**config.mk**
```make
export PLATFORM = sky130hd
export DESIGN_NAME = spss_state
export DESIGN_NICKNAME = d
export VERILOG_FILES = /design/src/spss_pkg.sv /design/src/spss_sync.sv /design/src/spss_state.sv
export SDC_FILE = /design/constraint.sdc
export NUM_CORES = 1
export LEC_CHECK = 0
export BUFFER_PORTS_ARGS = -buffer_cell sky130_fd_sc_hd__buf_2
export CAP_MARGIN = 5
export CORE_MARGIN = 8
export CORE_UTILIZATION = 49
export DETAILED_ROUTE_END_ITERATION = 8
export GPL_ROUTABILITY_DRIVEN = 0
export GPL_TIMING_DRIVEN = 0
export PLACE_DENSITY = 0.8
export SYNTH_ARGS = -nofsm -noshare
export SYNTH_HDL_FRONTEND = slang
export SYNTH_HIERARCHICAL = 1
export SYNTH_SLANG_ARGS = --single-unit
```
**constraint.sdc**
```tcl
create_clock -name mclk_i -period 2.6 [get_ports mclk_i]
set_clock_uncertainty 0.2 [all_clocks]
set_input_delay 0.26 -clock mclk_i [delete_from_list [all_inputs] [get_ports mclk_i]]
set_output_delay 0.26 -clock mclk_i [all_outputs]
set_load 0.01 [all_outputs]
```
**src/spss_pkg.sv**
```systemverilog
package spss_pkg;
   // ****************************************
   // register window offsets
   // ****************************************
   localparam logic [7:0] OFS_EVENT = 8'h00;
   localparam logic [7:0] OFS_MASK = 8'h04;
   localparam logic [7:0] OFS_STATE = 8'h08;
   localparam logic [7:0] OFS_FORCE = 8'h0c;

   // ****************************************
   // status word field positions
   // ****************************************
   localparam int B_SOCK_YY = 31;
   localparam int B_SOCK_XX = 30;
   localparam int B_SOCK_3V3 = 29;
   localparam int B_SOCK_5V0 = 28;
   localparam int B_ZOOM = 27;
   localparam int B_RSVD_HI = 26;
   localparam int B_RSVD_LO = 14;
   localparam int B_CARD_VCC_HI = 13;
   localparam int B_CARD_VCC_LO = 10;
   localparam int B_BAD_VCC = 9;
   localparam int B_DATA_LOSS = 8;
   localparam int B_UNRECOG = 7;
   localparam int B_IRQ_READY = 6;
   localparam int B_TYPE_32 = 5;
   localparam int B_TYPE_16 = 4;
   localparam int B_POWERED = 3;
   localparam int B_DET_B = 2;
   localparam int B_DET_A = 1;
   localparam int B_STS = 0;

   // event flag positions
   localparam int E_PWR = 3;
   localparam int E_DET_B = 2;
   localparam int E_DET_A = 1;
   localparam int E_STS = 0;

   // ****************************************
   // reset values and synchroniser depth
   // ****************************************
   localparam logic [2:0] RST_SOCK_CAPS = 3'h1;
   localparam logic [3:0] RST_CARD_VCC = 4'h0;
   localparam logic [1:0] RST_DETECT = 2'h3;
   localparam logic [3:0] RST_EVENTS = 4'h0;
   localparam logic [31:0] RST_RDATA = 32'h0000_0000;
   localparam int SYNC_STAGES = 2;

   // result of one card interrogation
   typedef struct packed {
      logic [3:0] card_vcc_ok;
      logic unrecognised;
      logic is_32bit;
      logic is_16bit;
   } spss_interrog_t;

   // raw card-side pins
   typedef struct packed {
      logic detect_pin_a;
      logic detect_pin_b;
      logic card_status_change_pin;
      logic card_ready_irq_pin;
      logic bus_reset_n;
   } spss_pins_t;
endpackage

```
**src/spss_sync.sv**
```systemverilog
`timescale 1ns/10ps
module spss_sync #(
   parameter int W = 1
) (
   input wire logic mclk_i,
   input wire logic rst_i,
   input wire logic [W-1:0] rst_val_i,
   input wire logic [W-1:0] d_i,
   output logic [W-1:0] q_o
);
   logic [W-1:0] meta_q;
   logic [W-1:0] sync_q;

   // reset value is a constant at the instance; only the second stage is read
   always_ff @(posedge mclk_i or posedge rst_i) begin
      if (rst_i) begin
         meta_q <= '0;
         sync_q <= '0;
      end else begin
         meta_q <= d_i;
         sync_q <= meta_q;
      end
   end

   assign q_o = sync_q ^ rst_val_i;
endmodule // spss_sync

```
**src/spss_state.sv**
```systemverilog
`timescale 1ns/10ps
module spss_state (
   input wire logic mclk_i,
   input wire logic rst_i,
   input wire spss_pkg::spss_pins_t pins_i,
   input wire logic reg_rd_i,
   input wire logic reg_wr_i,
   input wire logic [7:0] reg_addr_i,
   input wire logic [31:0] reg_wdata_i,
   output logic [31:0] reg_rdata_o,
   input wire logic dev_ctl_5v_off_i,
   input wire logic power_mgmt_wake_i,
   input wire logic interrog_busy_i,
   input wire logic interrog_done_i,
   input wire spss_pkg::spss_interrog_t interrog_res_i,
   input wire logic socket_powered_i,
   input wire logic bad_vcc_req_i,
   input wire logic data_loss_i,
   output logic [3:0] event_flags_o
);
   // ****************************************
   // pin synchronisers
   // ****************************************
   spss_pkg::spss_pins_t pins_s;

   // detect pins and bus reset idle high, so they come out of reset high
   spss_sync #(.W(5)) u_sync (
      .mclk_i(mclk_i),
      .rst_i(rst_i),
      .rst_val_i(5'h19),
      .d_i(pins_i ^ 5'h19),
      .q_o(pins_s)
   );

   logic ctx_clr;
   assign ctx_clr = !pins_s.bus_reset_n && !power_mgmt_wake_i;

   // ****************************************
   // status state
   // ****************************************
   logic [2:0] caps_q, caps_d;
   logic zoom_q, zoom_d;
   logic [3:0] vcc_q, vcc_d;
   logic badv_q, badv_d;
   logic loss_q, loss_d;
   logic unrec_q, unrec_d;
   logic t32_q, t32_d;
   logic t16_q, t16_d;
   logic pwr_q, pwr_d;
   logic [1:0] det_q, det_d;
   logic sts_q, sts_d;
   logic [3:0] evt_q, evt_d;
   logic [31:0] rdata_q, rdata_d;
   logic [31:0] word;
   logic force_wr, event_wr, rd_state;

   assign force_wr = reg_wr_i && (reg_addr_i == spss_pkg::OFS_FORCE);
   assign event_wr = reg_wr_i && (reg_addr_i == spss_pkg::OFS_EVENT);
   assign rd_state = reg_rd_i && (reg_addr_i == spss_pkg::OFS_STATE);

   always_comb begin
      caps_d = caps_q;
      zoom_d = zoom_q;
      vcc_d = vcc_q;
      badv_d = badv_q || bad_vcc_req_i;
      loss_d = loss_q || data_loss_i;
      unrec_d = unrec_q;
      t32_d = t32_q;
      t16_d = t16_q;
      pwr_d = socket_powered_i;
      det_d = det_q;
      // detect lines frozen during interrogation
      if (!interrog_busy_i) begin
         det_d = {pins_s.detect_pin_b, pins_s.detect_pin_a};
      end
      if (interrog_done_i) begin
         vcc_d = interrog_res_i.card_vcc_ok;
         t32_d = interrog_res_i.is_32bit;
         t16_d = interrog_res_i.is_16bit;
         // only a valid card releases the flag
         if (interrog_res_i.unrecognised) begin
            unrec_d = 1'b1;
         end else if (interrog_res_i.is_32bit || interrog_res_i.is_16bit) begin
            unrec_d = 1'b0;
         end
      end
      if (force_wr) begin
         caps_d = reg_wdata_i[spss_pkg::B_SOCK_YY:spss_pkg::B_SOCK_3V3];
         zoom_d = reg_wdata_i[spss_pkg::B_ZOOM];
         vcc_d = vcc_d | reg_wdata_i[spss_pkg::B_CARD_VCC_HI:spss_pkg::B_CARD_VCC_LO];
         badv_d = badv_d | reg_wdata_i[spss_pkg::B_BAD_VCC];
         loss_d = loss_d | reg_wdata_i[spss_pkg::B_DATA_LOSS];
         unrec_d = unrec_d | reg_wdata_i[spss_pkg::B_UNRECOG];
         t32_d = t32_d | reg_wdata_i[spss_pkg::B_TYPE_32];
         t16_d = t16_d | reg_wdata_i[spss_pkg::B_TYPE_16];
      end
      if (ctx_clr) begin
         zoom_d = 1'b0;
         vcc_d = spss_pkg::RST_CARD_VCC;
         badv_d = 1'b0;
         loss_d = 1'b0;
         unrec_d = 1'b0;
         t32_d = 1'b0;
         t16_d = 1'b0;
         pwr_d = 1'b0;
         det_d = spss_pkg::RST_DETECT;
      end
      sts_d = pins_s.card_status_change_pin;
   end

   // ****************************************
   // assembled word
   // ****************************************
   always_comb begin
      word = '0;
      word[spss_pkg::B_SOCK_YY:spss_pkg::B_SOCK_3V3] = caps_q;
      word[spss_pkg::B_SOCK_5V0] = !dev_ctl_5v_off_i;
      word[spss_pkg::B_ZOOM] = zoom_q;
      word[spss_pkg::B_CARD_VCC_HI:spss_pkg::B_CARD_VCC_LO] = vcc_q;
      word[spss_pkg::B_BAD_VCC] = badv_q;
      word[spss_pkg::B_DATA_LOSS] = loss_q;
      word[spss_pkg::B_UNRECOG] = unrec_q;
      word[spss_pkg::B_IRQ_READY] = pins_s.card_ready_irq_pin;
      word[spss_pkg::B_TYPE_32] = t32_q;
      word[spss_pkg::B_TYPE_16] = t16_q;
      word[spss_pkg::B_POWERED] = pwr_q;
      word[spss_pkg::B_DET_B:spss_pkg::B_DET_A] = det_q;
      word[spss_pkg::B_STS] = pins_s.card_status_change_pin;
   end

   // ****************************************
   // sticky events and read port
   // ****************************************
   logic sts_rise, sts_edge;
   assign sts_rise = sts_d && !sts_q;
   assign sts_edge = sts_d != sts_q;

   always_comb begin
      evt_d = evt_q;
      // clear first so a same-cycle event wins
      if (event_wr) begin
         evt_d = evt_d & ~reg_wdata_i[3:0];
      end
      if (force_wr) begin
         evt_d = evt_d | reg_wdata_i[3:0];
      end
      evt_d[spss_pkg::E_PWR] = evt_d[spss_pkg::E_PWR] | (pwr_d != pwr_q);
      evt_d[spss_pkg::E_DET_B] = evt_d[spss_pkg::E_DET_B] | (det_d[1] != det_q[1]);
      evt_d[spss_pkg::E_DET_A] = evt_d[spss_pkg::E_DET_A] | (det_d[0] != det_q[0]);
      // 32-bit cards flag rising edge only
      evt_d[spss_pkg::E_STS] = evt_d[spss_pkg::E_STS] | (t32_q ? sts_rise : sts_edge);
      rdata_d = spss_pkg::RST_RDATA;
      if (rd_state) begin
         rdata_d = word;
      end else if (reg_rd_i && reg_addr_i == spss_pkg::OFS_EVENT) begin
         rdata_d = {28'h0, evt_q};
      end
   end

   // writes to the status offset decode to nothing, so no state moves
   always_ff @(posedge mclk_i or posedge rst_i) begin
      if (rst_i) begin
         caps_q <= spss_pkg::RST_SOCK_CAPS;
         zoom_q <= 1'b0;
         vcc_q <= spss_pkg::RST_CARD_VCC;
         badv_q <= 1'b0;
         loss_q <= 1'b0;
         unrec_q <= 1'b0;
         t32_q <= 1'b0;
         t16_q <= 1'b0;
         pwr_q <= 1'b0;
         det_q <= spss_pkg::RST_DETECT;
         sts_q <= 1'b0;
         evt_q <= spss_pkg::RST_EVENTS;
         rdata_q <= spss_pkg::RST_RDATA;
      end else begin
         caps_q <= caps_d;
         zoom_q <= zoom_d;
         vcc_q <= vcc_d;
         badv_q <= badv_d;
         loss_q <= loss_d;
         unrec_q <= unrec_d;
         t32_q <= t32_d;
         t16_q <= t16_d;
         pwr_q <= pwr_d;
         det_q <= det_d;
         sts_q <= sts_d;
         evt_q <= evt_d;
         rdata_q <= rdata_d;
      end
   end

   assign reg_rdata_o = rdata_q;
   assign event_flags_o = evt_q;
endmodule // spss_state

```
==> metrics list <==
- The flow ran to the end, and the final reports show no timing, DRC or antenna violations.
- Average vias per placed instance: 4.75
- In this run the static leakage power is 1.52 nW.
* Post-layout minimum cycle time: 1.85 ns
* Series of cell instances along the critical path: xor2_1 > nor2_1 > clkbuf_1 > o31ai_1 > a221o_2
* Type of the most critical hold path: in -> reg
* Count of final hold-check violations: 0
- In the final design database the tool counted 345 nets.
* Effective utilization at floorplan: 49.6%
- Once detail routing completed, the nets flagged for antenna violations numbered 0.
- Total of buffers placed on input and output ports: 68
- Delay of the slowest cell on the worst path: 0.42 ns
- Adding up every negative setup slack in the final design gives 0 ns.
- The largest individual stage delay along the critical path comes from the cell sky130_fd_sc_hd__clkbuf_1.
* Worst voltage drop across the vdd grid: 378 uV
- Derived from the worst setup path, the maximum achievable clock frequency is 541 MHz.
- Number of instances in the synthesized netlist: 174
* GRT Residual Overflow: 0
- Initial antenna violation count: 0
- Kind of capture point of the worst setup path: flop
- The clock net in this run drives a total of 50 sinks.
- Critical path buffers and inverters: 1
* Global-route total usage across every layer: 14.1%
* Synth warn: 6
* Critical path peak fanout: 10
- Of the post-synthesis cell area, the dominant cell type holds 55.6%.
* Unrepaired setup endpoints after global routing: false
- Power per cell area: 519 nW/um^2
* I/O pin cnt: 99
- Dividing the final minimum period by the clock period gives 71.1%.
* Number of global-route vias before repair: 1,671
* Routed via count: 1,585
- Entering global routing, the biggest net connects 41 pins.
- 0 antenna diodes ended up in the layout.
* Average wire length per cell after detail routing: 14.0 microns
- The floorplan step set the die width to 81.7 microns.
- Root Buffer Master: sky130_fd_sc_hd__clkbuf_8
- Core Rows: 24
- Synthesis inferred 50 register bits.
- MaxCap Viol Count: 0
- Count of endpoints failing setup in the final report: 0
* Total of fill cells in the finished design: 350
* Drc violations: 0
- Distinct cell type count of the synthesized netlist: 32
- Final cell area excluding filler cells: 2830 sq um
- Total clock buffers created by CTS: 5
- At the pin with the least slew margin, the transition time is 0.797 ns.
* Cell taking the most area after synthesis: sky130_fd_sc_hd__dfrtp_1
- Share of synthesized area occupied by flip-flops and latches: 59.3%
* H-tree Lvls: 2
* Clock tree from TritonCTS: done
* First-pass GRT wire length: 7340 microns
- First-pass DRT Iterations: 4
* Synthesis-to-layout area growth: 33.9%
- For the worst setup path, the data arrival time is 1.83 ns.
- The routed design has 4670 microns of wire.
- Area enclosed by the die boundary: 6680 sq um
- At the later pin of the worst-skew pair, clock insertion delay measures 0.29 ns.
* Syn avg cell area: 12.2 sq um
- Max transition margin: 46.8%
- In this run the post-CTS setup repair buffer count came out at 0.
* Placed wire-length estimate: 3470 microns
- The final-report max-slew violation count was 0.
- Grouping stages by cell kind, the critical path spends the most delay in compound AO/OA/AOI/OAI gates.
* Area contributors post-synth: sky130_fd_sc_hd__dfrtp_1 (56%), sky130_fd_sc_hd__mux2i_1 (5.2%), sky130_fd_sc_hd__buf_4 (4.6%), sky130_fd_sc_hd__and2_1 (4.1%), sky130_fd_sc_hd__dfstp_2 (3.7%)
* Layout cell share with drive strength beyond 1: 37.6%
- In this run the top signal layer used is met4.
- Counting along the longest clock path gives a buffer depth of 2.
* Clock-pin slew on the worst setup and hold paths: 0.08 ns
- Once placement finished, the instance area stood at 2580 sq um.
- DRT met1 WL: 1930 microns
* Element type at the critical path start: flop
* Critical path class: reg -> reg
* Sum of met3 wire segment lengths after detailed routing: 439 microns
- Number of DRC markers in iteration 0: 36
- Core Region: 4260 sq um
- Data on the critical path is required at its endpoint by 2.58 ns.
- Wire segments on met2 add up to 2260 microns in the final route.
- Synthesized area: 2120 sq um
- Y dimension of the die: 81.7 microns
-- layout by cell type, fill, tap and decap left out --
cell	netlist	final
sky130_fd_sc_hd__o21ai_0	7	7
sky130_fd_sc_hd__nor2_1	6	6
sky130_fd_sc_hd__a211o_1	2	2
sky130_fd_sc_hd__dlygate4sd3_1	0	16
sky130_fd_sc_hd__nand4_1	2	2
sky130_fd_sc_hd__a221o_2	4	4
sky130_fd_sc_hd__and2_1	14	14
sky130_fd_sc_hd__o22ai_1	7	7
sky130_fd_sc_hd__mux2_4	3	3
sky130_fd_sc_hd__conb_1	2	18
sky130_fd_sc_hd__nor4_4	1	1
sky130_fd_sc_hd__buf_4	13	13
sky130_fd_sc_hd__nand2_1	12	12
sky130_fd_sc_hd__ha_1	1	1
sky130_fd_sc_hd__dfrtp_1	47	47
sky130_fd_sc_hd__buf_6	3	3
sky130_fd_sc_hd__xor2_1	5	5
sky130_fd_sc_hd__nor3_1	1	1
sky130_fd_sc_hd__xnor2_1	1	1
sky130_fd_sc_hd__nor2b_1	4	4
sky130_fd_sc_hd__inv_2	0	1
sky130_fd_sc_hd__clkbuf_8	0	6
sky130_fd_sc_hd__buf_2	0	68
sky130_fd_sc_hd__clkinv_2	0	1
sky130_fd_sc_hd__o31ai_1	2	2
sky130_fd_sc_hd__or2_2	1	1
sky130_fd_sc_hd__nand3_1	1	1
sky130_fd_sc_hd__mux2i_1	11	11
sky130_fd_sc_hd__a22oi_1	1	1
sky130_fd_sc_hd__clkbuf_1	3	4
sky130_fd_sc_hd__and3_1	2	2
sky130_fd_sc_hd__nand3_2	1	1
sky130_fd_sc_hd__dfstp_2	3	3
sky130_fd_sc_hd__inv_1	9	8
sky130_fd_sc_hd__a41oi_1	2	2
sky130_fd_sc_hd__and4_4	1	1
sky130_fd_sc_hd__or3_1	2	2
-- synth_stat cells --
| cell | number |
|---|---|
| sky130_fd_sc_hd__or2_2 | 1 |
| sky130_fd_sc_hd__and2_1 | 14 |
| sky130_fd_sc_hd__o31ai_1 | 2 |
| sky130_fd_sc_hd__xor2_1 | 5 |
| sky130_fd_sc_hd__and3_1 | 2 |
| sky130_fd_sc_hd__ha_1 | 1 |
| sky130_fd_sc_hd__a41oi_1 | 2 |
| sky130_fd_sc_hd__conb_1 | 2 |
| sky130_fd_sc_hd__dfstp_2 | 3 |
| sky130_fd_sc_hd__xnor2_1 | 1 |
| sky130_fd_sc_hd__mux2i_1 | 11 |
| sky130_fd_sc_hd__nor2b_1 | 4 |
| sky130_fd_sc_hd__nor2_1 | 6 |
| sky130_fd_sc_hd__buf_4 | 13 |
| sky130_fd_sc_hd__nor3_1 | 1 |
| sky130_fd_sc_hd__o22ai_1 | 7 |
| sky130_fd_sc_hd__a211o_1 | 2 |
| sky130_fd_sc_hd__clkbuf_1 | 3 |
| sky130_fd_sc_hd__a221o_2 | 4 |
| sky130_fd_sc_hd__nand3_2 | 1 |
| sky130_fd_sc_hd__mux2_4 | 3 |
| sky130_fd_sc_hd__and4_4 | 1 |
| sky130_fd_sc_hd__nand2_1 | 12 |
| sky130_fd_sc_hd__nand3_1 | 1 |
| sky130_fd_sc_hd__nand4_1 | 2 |
| sky130_fd_sc_hd__nor4_4 | 1 |
| sky130_fd_sc_hd__inv_1 | 9 |
| sky130_fd_sc_hd__buf_6 | 3 |
| sky130_fd_sc_hd__dfrtp_1 | 47 |
| sky130_fd_sc_hd__o21ai_0 | 7 |
| sky130_fd_sc_hd__or3_1 | 2 |
| sky130_fd_sc_hd__a22oi_1 | 1 |
-- metal layers --
metal | up-vias | global-route usage [%]
li1 | 769 | -
met1 | 753 | 16.1
met2 | 59 | 24.2
met3 | 4 | 5.14
met4 | 0 | 4.21
met5 | - | 0
-- worst paths after layout --
| kind | slack [ns] | to | startpoint | cells past startpoint |
|---|---|---|---|---|
| min in group asynchronous | 0.30 | u_sync/sync_q[1] | rst_i | 3 |
| worst min-delay path | 0.009 | t16_q | reg_wdata_i[4] | 3 |
| worst min register to register | 0.16 | u_sync/sync_q[1] | u_sync/meta_q[1] | 0 |
| worst max register to register | 0.75 | event_flags_o[2] | u_sync/sync_q[0] | 5 |
| worst max-delay path | 0.75 | event_flags_o[2] | u_sync/sync_q[0] | 5 |
| max in group asynchronous | 1.21 | loss_q | rst_i | 3 |
-- state kept, by name, summed over array words and instances (netlist names) --
register / count
badv_q: 1
caps_q: 3
det_q: 2
event_flags_o: 4
loss_q: 1
pwr_q: 1
reg_rdata_o: 19
sts_q: 1
t16_q: 1
t32_q: 1
u_sync/meta_q: 5
u_sync/sync_q: 5
unrec_q: 1
vcc_q: 4
zoom_q: 1
-- stage by stage --
stage / util, % / worst slack [ns] / total power, mW / cells / hold WS (ns)
final: 66.5 / 0.751 / 1.47 / 334 / 0.00946
after global routing: 66.5 / 0.615 / 1.55 / 334 / 0.0126
after CTS: 66.2 / 0.739 / 1.48 / 333 / 0.000557
after detailed placement: 60.6 / 0.685 / 1.02 / 310 / 0.0669
after global placement: 60.6 / 0.691 / 1.01 / 310 / 0.0435
after floorplan: - / 0.969 / 0.953 / 190 / -0.0998
-- logic make-up after synthesis --
family / after synthesis / synth area share [%]
flops: 50 / 59.3
xor+xnor: 6 / 2.48
compound gates: 25 / 8.57
mux: 14 / 7.33
fa+ha+maj: 1 / 0.591
buf+inv: 28 / 8.33
other cells: 2 / 0.355
simple gates: 48 / 13.1
-- worst register-to-register path, cell delays in order, from the launching register on --
cell and delay, ns:
sky130_fd_sc_hd__dfrtp_1 0.35, sky130_fd_sc_hd__xor2_1 0.08, sky130_fd_sc_hd__nor2_1 0.22, sky130_fd_sc_hd__clkbuf_1 0.42
sky130_fd_sc_hd__o31ai_1 0.11, sky130_fd_sc_hd__a221o_2 0.37
-- what timing repair did --
action	4_1_cts	5_1_grt
hold buffers	15	1
endpoints found under the hold margin	61	1
endpoints found under the setup margin	0	0
resized for setup	0	0
-- power breakdown --
part | total [mW] | internal, mW | switching, mW
clock network | 0.454 | 0.215 | 0.239
logic | 0.187 | 0.0964 | 0.0906
registers | 0.831 | 0.814 | 0.0172
total | 1.47 | 1.13 | 0.347
-- final cells by class --
cell class	instances	area (sq um)	share of cell area [%]
Buffer	19	143	5.03
Sequential cell	50	1250	44.3
Clock buffer	7	86.3	3.05
Timing Repair Buffer	84	500	17.7
Tap cell	52	65.1	2.30
Clock inverter	1	5.00	0.177
Inverter	9	33.8	1.19
Multi-Input combinational cell	112	746	26.3
Power figures use the tool's default switching activity.
